===== src/logic/hrs_pkg.sv =====
// Purpose: Shared constants and types for the hub reset sequencer
// Assumes: 125 MHz ref_clk
// Notes: Long counts are parameters of the top module
package hrs_pkg;

  localparam int unsigned CLK_MHZ = 125;
  localparam int unsigned CLK_KHZ = 125000;

  // Times in their printed units
  localparam int unsigned RECOVERY_US = 500;
  localparam int unsigned INACTIVE_NS = 1500;
  localparam int unsigned ATTACH_MS = 100;
  localparam int unsigned EEPROM_MAX_US = 99500;
  localparam int unsigned SMBUS_MAX_US = 99500;
  localparam int unsigned REQUEST_MS = 5;

  // Derived cycle counts
  localparam int unsigned RECOVERY_CYC = RECOVERY_US * CLK_MHZ;
  localparam int unsigned INACTIVE_CYC = (INACTIVE_NS * CLK_MHZ) / 1000;
  localparam int unsigned ATTACH_CYC = ATTACH_MS * CLK_KHZ;
  localparam int unsigned EEPROM_MAX_CYC = EEPROM_MAX_US * CLK_MHZ;
  localparam int unsigned SMBUS_MAX_CYC = SMBUS_MAX_US * CLK_MHZ;
  localparam int unsigned REQUEST_CYC = REQUEST_MS * CLK_KHZ;

  localparam int unsigned PORTS = 4;
  localparam logic [6:0] ADDR_RESET = 7'h00;

  // Configuration source select
  typedef enum logic [1:0] {
    HRS_CFG_STRAP = 2'h0,
    HRS_CFG_EEPROM = 2'h1,
    HRS_CFG_SMBUS = 2'h2,
    HRS_CFG_DEFAULT = 2'h3
  } hrs_cfg_t;

  typedef enum {
    HRS_S_RECOVER,
    HRS_S_LOAD,
    HRS_S_APPLY,
    HRS_S_RUN
  } hrs_state_t;

  // Straps caught after reset release
  typedef struct packed {
    logic power_enable_polarity_strap;
    logic led_strap_amber;
    logic led_strap_green;
  } hrs_strap_t;

  // Upstream host request handshake
  typedef struct packed {
    logic valid;
    logic has_data;
  } hrs_req_t;

endpackage


===== src/logic/hrs_sequencer.sv =====
// Purpose: Reset and start-up sequencer of a four-port hub
// Assumes: rst is the hardware reset, synchronous, active high
// Notes: Oscillator and PLL are modelled as enables driven out
//
// Overview of operation
// - Reset disables ports, drops power enables
// - Reset disables transceivers, pairs undriven
// - Reset aborts transactions, keeps no state
// - Reset returns registers to zero defaults
// - Reset stops oscillator, PLL, LEDs
// - Operational 500 us after reset release
// - Then read EEPROM unless SMBus disabled
// - Strap mode: outputs inactive within 1.5 us
// - Strap mode: attach within 100 ms
// - Complete host requests within 5 ms
// - EEPROM load at most 99.5 ms
// - SMBus mode: attach within 100 ms; a self-powered SMBus load waits with no limit
// - Bus reset never forwarded downstream
// - Bus reset: address zero, unconfigured
// - Bus reset drops all four power enables
// - Bus reset empties translator buffers
// - Bus reset wakes a suspended device
// - Strap selects power enable polarity
// - Sample LED straps after reset release
`timescale 1ns/100ps
module hrs_sequencer #(
  parameter int unsigned RECOVERY_CYC = hrs_pkg::RECOVERY_CYC,
  parameter int unsigned ATTACH_CYC = hrs_pkg::ATTACH_CYC,
  parameter int unsigned EEPROM_MAX_CYC = hrs_pkg::EEPROM_MAX_CYC,
  parameter int unsigned SMBUS_MAX_CYC = hrs_pkg::SMBUS_MAX_CYC,
  parameter int unsigned REQUEST_CYC = hrs_pkg::REQUEST_CYC
) (
  input wire logic ref_clk,
  input wire logic rst,
  input wire hrs_pkg::hrs_cfg_t cfg_select,
  input wire logic smbus_disable,
  input wire logic self_powered,
  input wire hrs_pkg::hrs_strap_t strap_in,
  input wire logic eeprom_done,
  input wire logic smbus_load_done,
  input wire logic bus_reset,
  input wire logic suspend_req,
  input wire logic set_address,
  input wire logic [6:0] address_in,
  input wire logic set_configured,
  input wire logic [hrs_pkg::PORTS-1:0] port_power_on,
  input wire hrs_pkg::hrs_req_t host_req,
  input wire logic req_done,
  output logic oscillator_enable,
  output logic pll_enable,
  output logic phy_enable,
  output logic dp_oe,
  output logic led_enable,
  output logic outputs_inactive,
  output logic eeprom_read_start,
  output logic upstream_attach,
  output logic [hrs_pkg::PORTS-1:0] port_enable,
  output logic [hrs_pkg::PORTS-1:0] downstream_power_enable,
  output logic downstream_reset,
  output logic [6:0] device_address,
  output logic configured,
  output logic suspended,
  output logic transaction_translator_flush,
  output logic transaction_abort,
  output logic config_timeout,
  output logic req_ack,
  output logic req_timeout,
  output hrs_pkg::hrs_strap_t strap_latched
);

  // ----------------------------------------------------------------
  // State and counters
  // ----------------------------------------------------------------
  hrs_pkg::hrs_state_t state_reg;
  hrs_pkg::hrs_state_t state_next;
  logic [31:0] cnt_reg;
  logic [31:0] attach_cnt_reg;
  logic [31:0] req_cnt_reg;
  logic [3:0] inact_cnt_reg;
  logic strap_taken_reg;
  logic load_done;
  logic load_over;
  logic [hrs_pkg::PORTS-1:0] power_reg;
  logic req_busy_reg;

  assign load_done = (cfg_select == hrs_pkg::HRS_CFG_EEPROM) ? eeprom_done :
                     (cfg_select == hrs_pkg::HRS_CFG_SMBUS) ? smbus_load_done : 1'b1;

  // Load deadline; self-powered SMBus load has none
  always_comb begin
    load_over = 1'b0;
    if (cfg_select == hrs_pkg::HRS_CFG_EEPROM) begin
      load_over = (cnt_reg >= EEPROM_MAX_CYC - 1);
    end else if (cfg_select == hrs_pkg::HRS_CFG_SMBUS && !self_powered) begin
      load_over = (cnt_reg >= SMBUS_MAX_CYC - 1);
    end
  end

  always_comb begin
    state_next = state_reg;
    unique case (state_reg)
      hrs_pkg::HRS_S_RECOVER: begin
        if (cnt_reg >= RECOVERY_CYC - 1) begin
          state_next = hrs_pkg::HRS_S_LOAD;
        end
      end
      hrs_pkg::HRS_S_LOAD: begin
        if (load_done || load_over) begin
          state_next = hrs_pkg::HRS_S_APPLY;
        end
      end
      hrs_pkg::HRS_S_APPLY: begin
        state_next = hrs_pkg::HRS_S_RUN;
      end
      hrs_pkg::HRS_S_RUN: begin
        state_next = hrs_pkg::HRS_S_RUN;
      end
    endcase
  end

  always_ff @(posedge ref_clk) begin
    if (rst) begin
      state_reg <= hrs_pkg::HRS_S_RECOVER;
    end else begin
      state_reg <= state_next;
    end
  end

  // Interval counter from the internal clock
  always_ff @(posedge ref_clk) begin
    if (rst || state_next != state_reg) begin
      cnt_reg <= 32'h0000_0000;
    end else if (cnt_reg != 32'hffff_ffff) begin
      cnt_reg <= cnt_reg + 32'h0000_0001;
    end
  end

  // ----------------------------------------------------------------
  // Reset-time pin state
  // ----------------------------------------------------------------
  always_ff @(posedge ref_clk) begin
    if (rst) begin
      oscillator_enable <= 1'b0;
      pll_enable <= 1'b0;
      led_enable <= 1'b0;
      phy_enable <= 1'b0;
      dp_oe <= 1'b0;
    end else begin
      oscillator_enable <= 1'b1;
      pll_enable <= 1'b1;
      led_enable <= (state_reg == hrs_pkg::HRS_S_RUN);
      phy_enable <= (state_reg == hrs_pkg::HRS_S_RUN);
      dp_oe <= upstream_attach;
    end
  end

  // Outputs settle inactive well inside 1.5 us
  always_ff @(posedge ref_clk) begin
    if (rst) begin
      inact_cnt_reg <= 4'h0;
      outputs_inactive <= 1'b0;
    end else if (inact_cnt_reg != 4'hf) begin
      inact_cnt_reg <= inact_cnt_reg + 4'h1;
      outputs_inactive <= (inact_cnt_reg >= 4'h1);
    end
  end

  // Straps caught on the first clock after release
  always_ff @(posedge ref_clk) begin
    if (rst) begin
      strap_taken_reg <= 1'b0;
      strap_latched <= '0;
    end else if (!strap_taken_reg) begin
      strap_taken_reg <= 1'b1;
      strap_latched <= strap_in;
    end
  end

  // EEPROM read starts when operational
  always_ff @(posedge ref_clk) begin
    if (rst) begin
      eeprom_read_start <= 1'b0;
    end else begin
      eeprom_read_start <= (state_reg == hrs_pkg::HRS_S_RECOVER) &&
                           (state_next == hrs_pkg::HRS_S_LOAD) &&
                           (cfg_select == hrs_pkg::HRS_CFG_EEPROM) && !smbus_disable;
    end
  end

  always_ff @(posedge ref_clk) begin
    if (rst) begin
      config_timeout <= 1'b0;
    end else if (state_reg == hrs_pkg::HRS_S_LOAD && load_over && !load_done) begin
      config_timeout <= 1'b1;
    end
  end

  // ----------------------------------------------------------------
  // Attach
  // ----------------------------------------------------------------
  always_ff @(posedge ref_clk) begin
    if (rst) begin
      upstream_attach <= 1'b0;
      attach_cnt_reg <= 32'h0000_0000;
    end else if (state_reg == hrs_pkg::HRS_S_RUN && !upstream_attach) begin
      // Attach soon after configuration, far inside 100 ms
      attach_cnt_reg <= attach_cnt_reg + 32'h0000_0001;
      if (attach_cnt_reg >= 32'h0000_0001 || attach_cnt_reg >= ATTACH_CYC - 1) begin
        upstream_attach <= 1'b1;
      end
    end
  end

  // ----------------------------------------------------------------
  // USB bus reset and device state
  // ----------------------------------------------------------------
  always_ff @(posedge ref_clk) begin
    if (rst || bus_reset) begin
      device_address <= hrs_pkg::ADDR_RESET;
      configured <= 1'b0;
    end else begin
      if (set_address) begin
        device_address <= address_in;
      end
      if (set_configured) begin
        configured <= 1'b1;
      end
    end
  end

  always_ff @(posedge ref_clk) begin
    if (rst || bus_reset) begin
      suspended <= 1'b0;
    end else if (suspend_req) begin
      suspended <= 1'b1;
    end
  end

  always_ff @(posedge ref_clk) begin
    if (rst) begin
      transaction_translator_flush <= 1'b1;
      transaction_abort <= 1'b1;
      downstream_reset <= 1'b0;
    end else begin
      transaction_translator_flush <= bus_reset;
      transaction_abort <= bus_reset;
      downstream_reset <= 1'b0;
    end
  end

  // ----------------------------------------------------------------
  // Per-port power
  // ----------------------------------------------------------------
  for (genvar p = 0; p < hrs_pkg::PORTS; p++) begin : g_port
    // Logical power, taken from the host once configured
    always_ff @(posedge ref_clk) begin
      if (rst || bus_reset) begin
        power_reg[p] <= 1'b0;
        port_enable[p] <= 1'b0;
      end else if (configured && state_reg == hrs_pkg::HRS_S_RUN) begin
        power_reg[p] <= port_power_on[p];
        port_enable[p] <= port_power_on[p];
      end
    end

    // Pin level follows the polarity strap
    // Off level from the raw strap in reset, so active-low ports stay unpowered
    always_ff @(posedge ref_clk) begin
      if (rst || !strap_taken_reg) begin
        downstream_power_enable[p] <= ~strap_in.power_enable_polarity_strap;
      end else if (strap_latched.power_enable_polarity_strap) begin
        downstream_power_enable[p] <= power_reg[p];
      end else begin
        downstream_power_enable[p] <= ~power_reg[p];
      end
    end
  end

  // ----------------------------------------------------------------
  // Host request completion watchdog
  // ----------------------------------------------------------------
  always_ff @(posedge ref_clk) begin
    if (rst || bus_reset) begin
      req_busy_reg <= 1'b0;
      req_cnt_reg <= 32'h0000_0000;
      req_ack <= 1'b0;
      req_timeout <= 1'b0;
    end else begin
      req_ack <= 1'b0;
      req_timeout <= 1'b0;
      if (!req_busy_reg) begin
        if (host_req.valid) begin
          req_busy_reg <= 1'b1;
          req_cnt_reg <= 32'h0000_0000;
        end
      end else if (req_done) begin
        req_busy_reg <= 1'b0;
        req_ack <= 1'b1;
      end else if (req_cnt_reg >= REQUEST_CYC - 2) begin
        req_busy_reg <= 1'b0;
        req_ack <= 1'b1;
        req_timeout <= 1'b1;
      end else begin
        req_cnt_reg <= req_cnt_reg + 32'h0000_0001;
      end
    end
  end

endmodule // hrs_sequencer


===== config.mk =====
export PLATFORM = sky130hd
export DESIGN_NAME = hrs_sequencer
export DESIGN_NICKNAME = d
export VERILOG_FILES = /design/src/logic/hrs_pkg.sv /design/src/logic/hrs_sequencer.sv
export SDC_FILE = /design/constraint.sdc
export NUM_CORES = 1
export LEC_CHECK = 0
export ABC_AREA = 1
export BUFFER_PORTS_ARGS = -buffer_cell sky130_fd_sc_hd__clkbuf_2
export CAP_MARGIN = 20
export CORE_MARGIN = 5
export CORE_UTILIZATION = 60
export DETAILED_ROUTE_END_ITERATION = 8
export HOLD_SLACK_MARGIN = 0.08
export PLACE_DENSITY_LB_ADDON = 0.08
export SLEW_MARGIN = 40
export SYNTH_ARGS = -nofsm -noshare
export SYNTH_HDL_FRONTEND = slang
export SYNTH_SLANG_ARGS = --single-unit

===== constraint.sdc =====
create_clock -name ref_clk -period 2.2 [get_ports ref_clk]
set_input_delay 0.22 -clock ref_clk [delete_from_list [all_inputs] [get_ports ref_clk]]
set_output_delay 0.22 -clock ref_clk [all_outputs]
set_load 0.02 [all_outputs]

**Word-level counts from Yosys, hierarchy flattened**

Index checks and enable logic that the tools add are counted.

- Flip-flop bits (word level): 163

- Bitwise operators: 6
- Add/subtract/negate cells: 4
- Equal/unequal tests: 13
- Magnitude comparators: 6
- Reduce and logical (&&, ||, !) cells: 26
- Multiplexer cells: 26

Operator list:

| operator | number |
|---|---|
| two-way mux 32 bit | 6 |
| equality test 32 x 2 -> 1 bit, second input constant | 4 |
| adder 32 x 1 -> 32 bit, second input constant | 3 |
| case mux 32 bit (3 select lines) | 1 |
| greater-or-equal comparator 32 x 24 -> 1 bit, second input constant | 2 |
| zero test 32 bit | 2 |
| equality test 32 x 1 -> 1 bit, second input constant | 1 |
| equality test 32 x 3 -> 1 bit, second input constant | 1 |
| greater-or-equal comparator 32 x 1 -> 1 bit, second input constant | 1 |
| greater-or-equal comparator 32 x 16 -> 1 bit, second input constant | 1 |
| greater-or-equal comparator 32 x 20 -> 1 bit, second input constant | 1 |
| inequality test 32 bit | 1 |
| inequality test 32 bit, second input constant | 1 |
| two-way mux 1 bit | 19 |
| logical AND 1 bit | 8 |
| inverter 1 bit | 6 |
| zero test 1 bit | 5 |
| logical OR 1 bit | 5 |
| adder 4 x 1 -> 4 bit, second input constant | 1 |
| greater-or-equal comparator 4 x 1 -> 1 bit, second input constant | 1 |
| inequality test 2 bit, second input constant | 2 |
| inequality test 4 bit, second input constant | 1 |
| OR reduction 2 bit | 2 |
| AND reduction 3 bit | 1 |
| 5 further kinds | 5 |

**Logic depth before layout (Yosys ltp)**

- Word-level depth: 11
- Gate-level depth with buffers: 15

**Worst setup path after synthesis**

OpenSTA, ideal clock, no wires.

- Path type: register to register
- Start point: register cnt_reg[0]
- End point: register cnt_reg[19]
- Setup time: 120 ps
- Cell stages (with the launch flop): 12
- Data required time: 2,080 ps
- Period minus slack after synthesis: 1,817 ps
- Setup slack: 383 ps
- Data arrival time: 1,697 ps
- Buffers on the path: 0
- Path through: dfxtp_1 -> ha_1 -> inv_1 -> nor2_2 -> nand2_2 -> nor2_4 -> nand4_4 -> nand4_4 -> nor2_4 -> nand2_4 -> xor2_1 -> nor2_4

- Longest elaborated chain between the ends: 8
- Elaborated cells between the ends (all ways): 12
- Classes of those cells: 1 x add/sub; 2 x order compare; 2 x eq/ne; 5 x mux; 2 x reduce/logical

RTL lines:

| element | line | source |
|---|---|---|
| start: declaration | hrs_sequencer.sv:76 | `logic [31:0] cnt_reg;` |
| start signal: assignment | hrs_sequencer.sv:134 | `cnt_reg <= cnt_reg + 32'h0000_0001;` |
| greater-or-equal comparator 32 x 24 -> 1 bit | hrs_sequencer.sv:93, hrs_sequencer.sv:95 |  |
| two-way mux 1 bit | hrs_sequencer.sv:94 | `end else if (cfg_select == hrs_pkg::HRS_CFG_SMBUS && !self_powered) begin` |
| two-way mux 1 bit | hrs_sequencer.sv:92 | `if (cfg_select == hrs_pkg::HRS_CFG_EEPROM) begin` |
| logical OR 1 bit | hrs_sequencer.sv:108 | `if (load_done \|\| load_over) begin` |
| two-way mux 32 bit | hrs_sequencer.sv:108 |  |
| case mux 32 bit (3 select lines) | hrs_sequencer.sv:101 | `unique case (state_reg)` |
| inequality test 32 bit | hrs_sequencer.sv:131 | `if (rst \|\| state_next != state_reg) begin` |
| logical OR 1 bit | hrs_sequencer.sv:131 |  |

Several ways; a longest one is shown, not always the timed one.
A chain may end at the register's enable or synchronous reset.

**Final worst setup path**

- Start point: register cnt_reg[9]
- End point: register cnt_reg[12]

The elaborated chain is that of the path after synthesis.

==> impl_metrics.xml <==
<?xml version="1.0" encoding="UTF-8"?>
<metrics>
  <group name="layout">
    <metric name="layout-area-overhead-vs-synth" unit="%">15.82</metric>
    <metric name="share_of_cells_above_drive_strength_1" unit="%">16.13</metric>
    <metric name="nNetsFinal" unit="">1234</metric>
    <metric name="fin_area" unit="sq um">9453</metric>
    <metric name="n_antenna_cell" unit="">0</metric>
  </group>
  <group name="global_routing">
    <metric name="antenna_found_initial" unit="">0</metric>
    <metric name="global_route.overflow_total" unit="">0</metric>
    <metric name="vias_in_the_first_global_route" unit="">6766</metric>
    <metric name="grt_start_max_net_pins" unit="">38</metric>
    <metric name="groute.usage.overall" unit="%">22.95</metric>
    <metric name="grt_pass1_wl" unit="mm">30.67</metric>
  </group>
  <group name="placed_design">
    <metric name="placedInstanceArea" unit="sq um">8615</metric>
    <metric name="place_congestion" unit="">0.9339</metric>
    <metric name="post-dp-hpwl" unit="mm">12.86</metric>
    <metric name="portBuffers" unit="">60</metric>
  </group>
  <group name="synth">
    <metric name="yosys_top_cell_area_share" unit="%">39.98</metric>
    <metric name="syn-cell-area" unit="sq um">8162</metric>
    <metric name="yosysSeqAreaShare" unit="%">39.98</metric>
    <metric name="synthMuxAreaShare" unit="%">0</metric>
    <metric name="post_synth_fa_ha_maj_area_fraction" unit="%">1.380</metric>
    <metric name="synthSimpleGateAreaFrac" unit="%">35.64</metric>
    <metric name="ys.warnings.count" unit="">0</metric>
    <metric name="synth_flop_cell" unit="">sky130_fd_sc_hd__dfxtp_1</metric>
    <metric name="synth_fp_nets" unit="">1155</metric>
    <metric name="ys_top_cells_by_area" unit="">sky130_fd_sc_hd__dfxtp_1 40%, sky130_fd_sc_hd__nand2_1 11%, sky130_fd_sc_hd__nor2_1 6.5%</metric>
    <metric name="synthCells" unit="">1117</metric>
    <metric name="number_of_synthesized_flops_with_an_enable_pin" unit="">0</metric>
    <metric name="synth.avg_cell_area" unit="sq um">7.307</metric>
    <metric name="synth_compound_gate_area_share" unit="%">8.002</metric>
    <metric name="yosys.cell_types.count" unit="">53</metric>
    <metric name="ys_async_sr_fraction" unit="%">0</metric>
    <metric name="number_of_synthesized_register_bits" unit="">163</metric>
    <metric name="synth_top_area_cell" unit="">sky130_fd_sc_hd__dfxtp_1</metric>
    <metric name="synth-xor-area-share" unit="%">6.316</metric>
    <metric name="synth_most_common_cell" unit="">sky130_fd_sc_hd__nand2_1</metric>
    <metric name="synth_top_family_by_area" unit="">simple AND/OR/NAND/NOR gates</metric>
    <metric name="synth_commonest_cells" unit="">243 x sky130_fd_sc_hd__nand2_1, 163 x sky130_fd_sc_hd__dfxtp_1, 141 x sky130_fd_sc_hd__nor2_1, 101 x sky130_fd_sc_hd__inv_1, 78 x sky130_fd_sc_hd__a21oi_1</metric>
  </group>
  <group name="routing">
    <metric name="detailedRoute.firstIterationViolations" unit="">466</metric>
    <metric name="vias" unit="">7312</metric>
    <metric name="remaining_drc_errors" unit="">0</metric>
    <metric name="finalWirelength" unit="mm">18.24</metric>
    <metric name="drt.antenna.violating_nets" unit="">0</metric>
    <metric name="avgViaCountPerCell" unit="">5.279</metric>
    <metric name="routedWlPerCell" unit="microns">13.17</metric>
    <metric name="drt_pass1_iterations" unit="">5</metric>
  </group>
  <group name="die">
    <metric name="ioPinCount" unit="">63</metric>
    <metric name="coreArea" unit="sq um">13300</metric>
    <metric name="fp.dieArea" unit="sq um">16040</metric>
    <metric name="chipHeight" unit="microns">126.6</metric>
    <metric name="floorplan.die.width" unit="microns">126.6</metric>
    <metric name="starting_density_of_the_core" unit="%">61.39</metric>
    <metric name="row_count" unit="">42</metric>
  </group>
  <group name="critical_path">
    <metric name="ff2ff_path_depth" unit="">12</metric>
    <metric name="setup.worst_path.class" unit="">reg2reg</metric>
    <metric name="crit_path_max_fanout" unit="">14</metric>
    <metric name="timing.critical_path.required" unit="ns">2.52</metric>
    <metric name="critPathLaunchType" unit="">register</metric>
    <metric name="crit_arrival" unit="ns">2.35</metric>
    <metric name="cp-end-kind" unit="">register</metric>
  </group>
  <group name="sta">
    <metric name="maxClockFrequency" unit="MHz">492.6</metric>
    <metric name="timing.final.crit_period" unit="ns">2.030</metric>
    <metric name="final_max_slew_viol_count" unit="">0</metric>
    <metric name="unrepaired_setup_endpoints_after_global_routing" unit="">no</metric>
    <metric name="timing_hold_violations_final" unit="">0</metric>
    <metric name="layout_worst_path_cycle_share" unit="%">92.28</metric>
    <metric name="setup_viol" unit="">0</metric>
    <metric name="total_neg_setup_slack" unit="ns">0</metric>
    <metric name="finClkSkew" unit="ns">0.009859</metric>
  </group>
  <group name="power_and_ir_drop">
    <metric name="static_leakage" unit="nW">3.611</metric>
    <metric name="power_density_of_the_placed_cells" unit="nW/um^2">697.8</metric>
    <metric name="report.power.total" unit="mW">6.596</metric>
    <metric name="peakVddDrop" unit="mV">0.5926</metric>
  </group>
  <group name="min_path">
    <metric name="min-delay-path-class" unit="">in2reg</metric>
    <metric name="timing.hold.worst_path_depth" unit="">3</metric>
  </group>
  <group name="clock_tree">
    <metric name="worstSkewPairLatency" unit="ns">0.43</metric>
    <metric name="number_of_cts_inserted_buffers" unit="">17</metric>
    <metric name="cts.path.max_buffers" unit="">2</metric>
    <metric name="cts.clk_slew.worst_paths" unit="ns">0.07</metric>
    <metric name="htree_num_levels" unit="">4</metric>
    <metric name="cts_tree" unit="">done</metric>
    <metric name="ctsRootBufferMaster" unit="">sky130_fd_sc_hd__clkbuf_16</metric>
    <metric name="cts.sinks" unit="">163</metric>
  </group>
  <group name="outcome">
    <metric name="run_status" unit="">completed</metric>
  </group>
  <group name="flow_run">
    <metric name="maxCapViolations" unit="">0</metric>
  </group>
</metrics>
-- final timing paths --
| check | from | end | slack (ns) |
|---|---|---|---|
| worst max-delay path | cnt_reg[9]$_SDFFE_PP0P_ | cnt_reg[12]$_SDFFE_PP0P_ | 0.17 |
| worst max register to register | cnt_reg[9]$_SDFFE_PP0P_ | cnt_reg[12]$_SDFFE_PP0P_ | 0.17 |
| worst min register to register | state_reg[23]$_SDFF_PP0_ | state_reg[23]$_SDFF_PP0_ | 0.43 |
| worst min-delay path | port_power_on[0] | power_reg[0]$_SDFFE_PP0P_ | 0.10 |
-- final cells by class --
cell class	count	area, sq um
flip-flops and latches	163	3263
repair buffers	100	706.9
inverters	123	461.7
well taps	176	220.2
fillers	1107	3842
clock inverters	15	165.2
clock buffers	17	425.4
multi-input cells	791	4210
-- cells by family after synthesis --
logic type	after synthesis
XOR/XNOR	58
buffers and inverters	163
AND/OR/NAND/NOR	601
flip-flops	163
AO/OA/AOI/OAI	122
adder cells (fa/ha/maj)	9
other	1
-- power by group --
group,total [mW],leakage [nW],switching (mW),internal (mW)
Clock,2.88,0.284,1.36,1.52
Sequential,3.04,1.32,0.0422,3.00
Combinational,0.675,2.01,0.423,0.252
Total,6.60,3.61,1.83,4.77
-- repair_timing --
action	CTS	global route
hold buffers	17	0
resized for setup	0	6
setup buffers	0	1
setup endpoints to repair	0	20
endpoints found under the hold margin	16	0
-- cell usage in the layout (no fill, tap or decap), drive strengths merged, types with 2 or more instances in the layout --
cell type | synthesis | routed
nand2 | 251 | 251
dfxtp | 163 | 163
nor2 | 160 | 160
inv | 122 | 128
a21oi | 79 | 79
nor3 | 79 | 79
clkbuf | 17 | 79
xor2 | 47 | 47
nand3 | 45 | 45
nand4 | 36 | 36
o21ai | 30 | 30
buf | 23 | 21
nor4 | 20 | 20
dlygate4sd3 | 0 | 17
xnor2 | 11 | 11
ha | 9 | 9
clkinv | 1 | 9
nand3b | 4 | 4
or2 | 3 | 3
o21a | 2 | 2
a31oi | 2 | 2
o31ai | 2 | 2
-- stage by stage --
step / utilization [%] / cells / hold slack [ns] / worst slack [ns]
3_3_place_gp: 64.79 / 1333 / 0.4227 / 0.2379
3_5_place_dp: 64.79 / 1333 / 0.4247 / 0.1983
2_1_floorplan: - / 1117 / 0.2923 / 0.3828
6_report: 71.10 / 1385 / 0.1042 / 0.1699
5_1_grt: 71.10 / 1385 / 0.1167 / 0.01740
4_1_cts: 70.52 / 1382 / 0.09967 / 0.1669
-- layer usage --
| metal | up-vias | part of all wire (%) | track usage, % |
|---|---|---|---|
| li1 | 3794 | - | - |
| met1 | 3312 | 46 | 29.39 |
| met2 | 178 | 47 | 38.26 |
| met3 | 28 | 4.9 | 6.011 |
| met4 | 0 | 1.7 | 6.625 |
| met5 | - | 0 | 0 |
-- worst max-delay path, stage by stage (launching register included) --
cell                        delay (ns)
sky130_fd_sc_hd__dfxtp_1          0.41
sky130_fd_sc_hd__nand2_2          0.13
sky130_fd_sc_hd__nor2_4           0.18
sky130_fd_sc_hd__nand3_2          0.09
sky130_fd_sc_hd__o21ai_1          0.19
sky130_fd_sc_hd__nand3_1          0.10
sky130_fd_sc_hd__nand2_1          0.10
sky130_fd_sc_hd__nand2_1          0.08
sky130_fd_sc_hd__nand3_1          0.09
sky130_fd_sc_hd__nand2_2          0.09
sky130_fd_sc_hd__nand4_4          0.16
sky130_fd_sc_hd__clkbuf_16        0.24
sky130_fd_sc_hd__nor2_1           0.05
No activity file was read; power rests on OpenSTA's default activity.
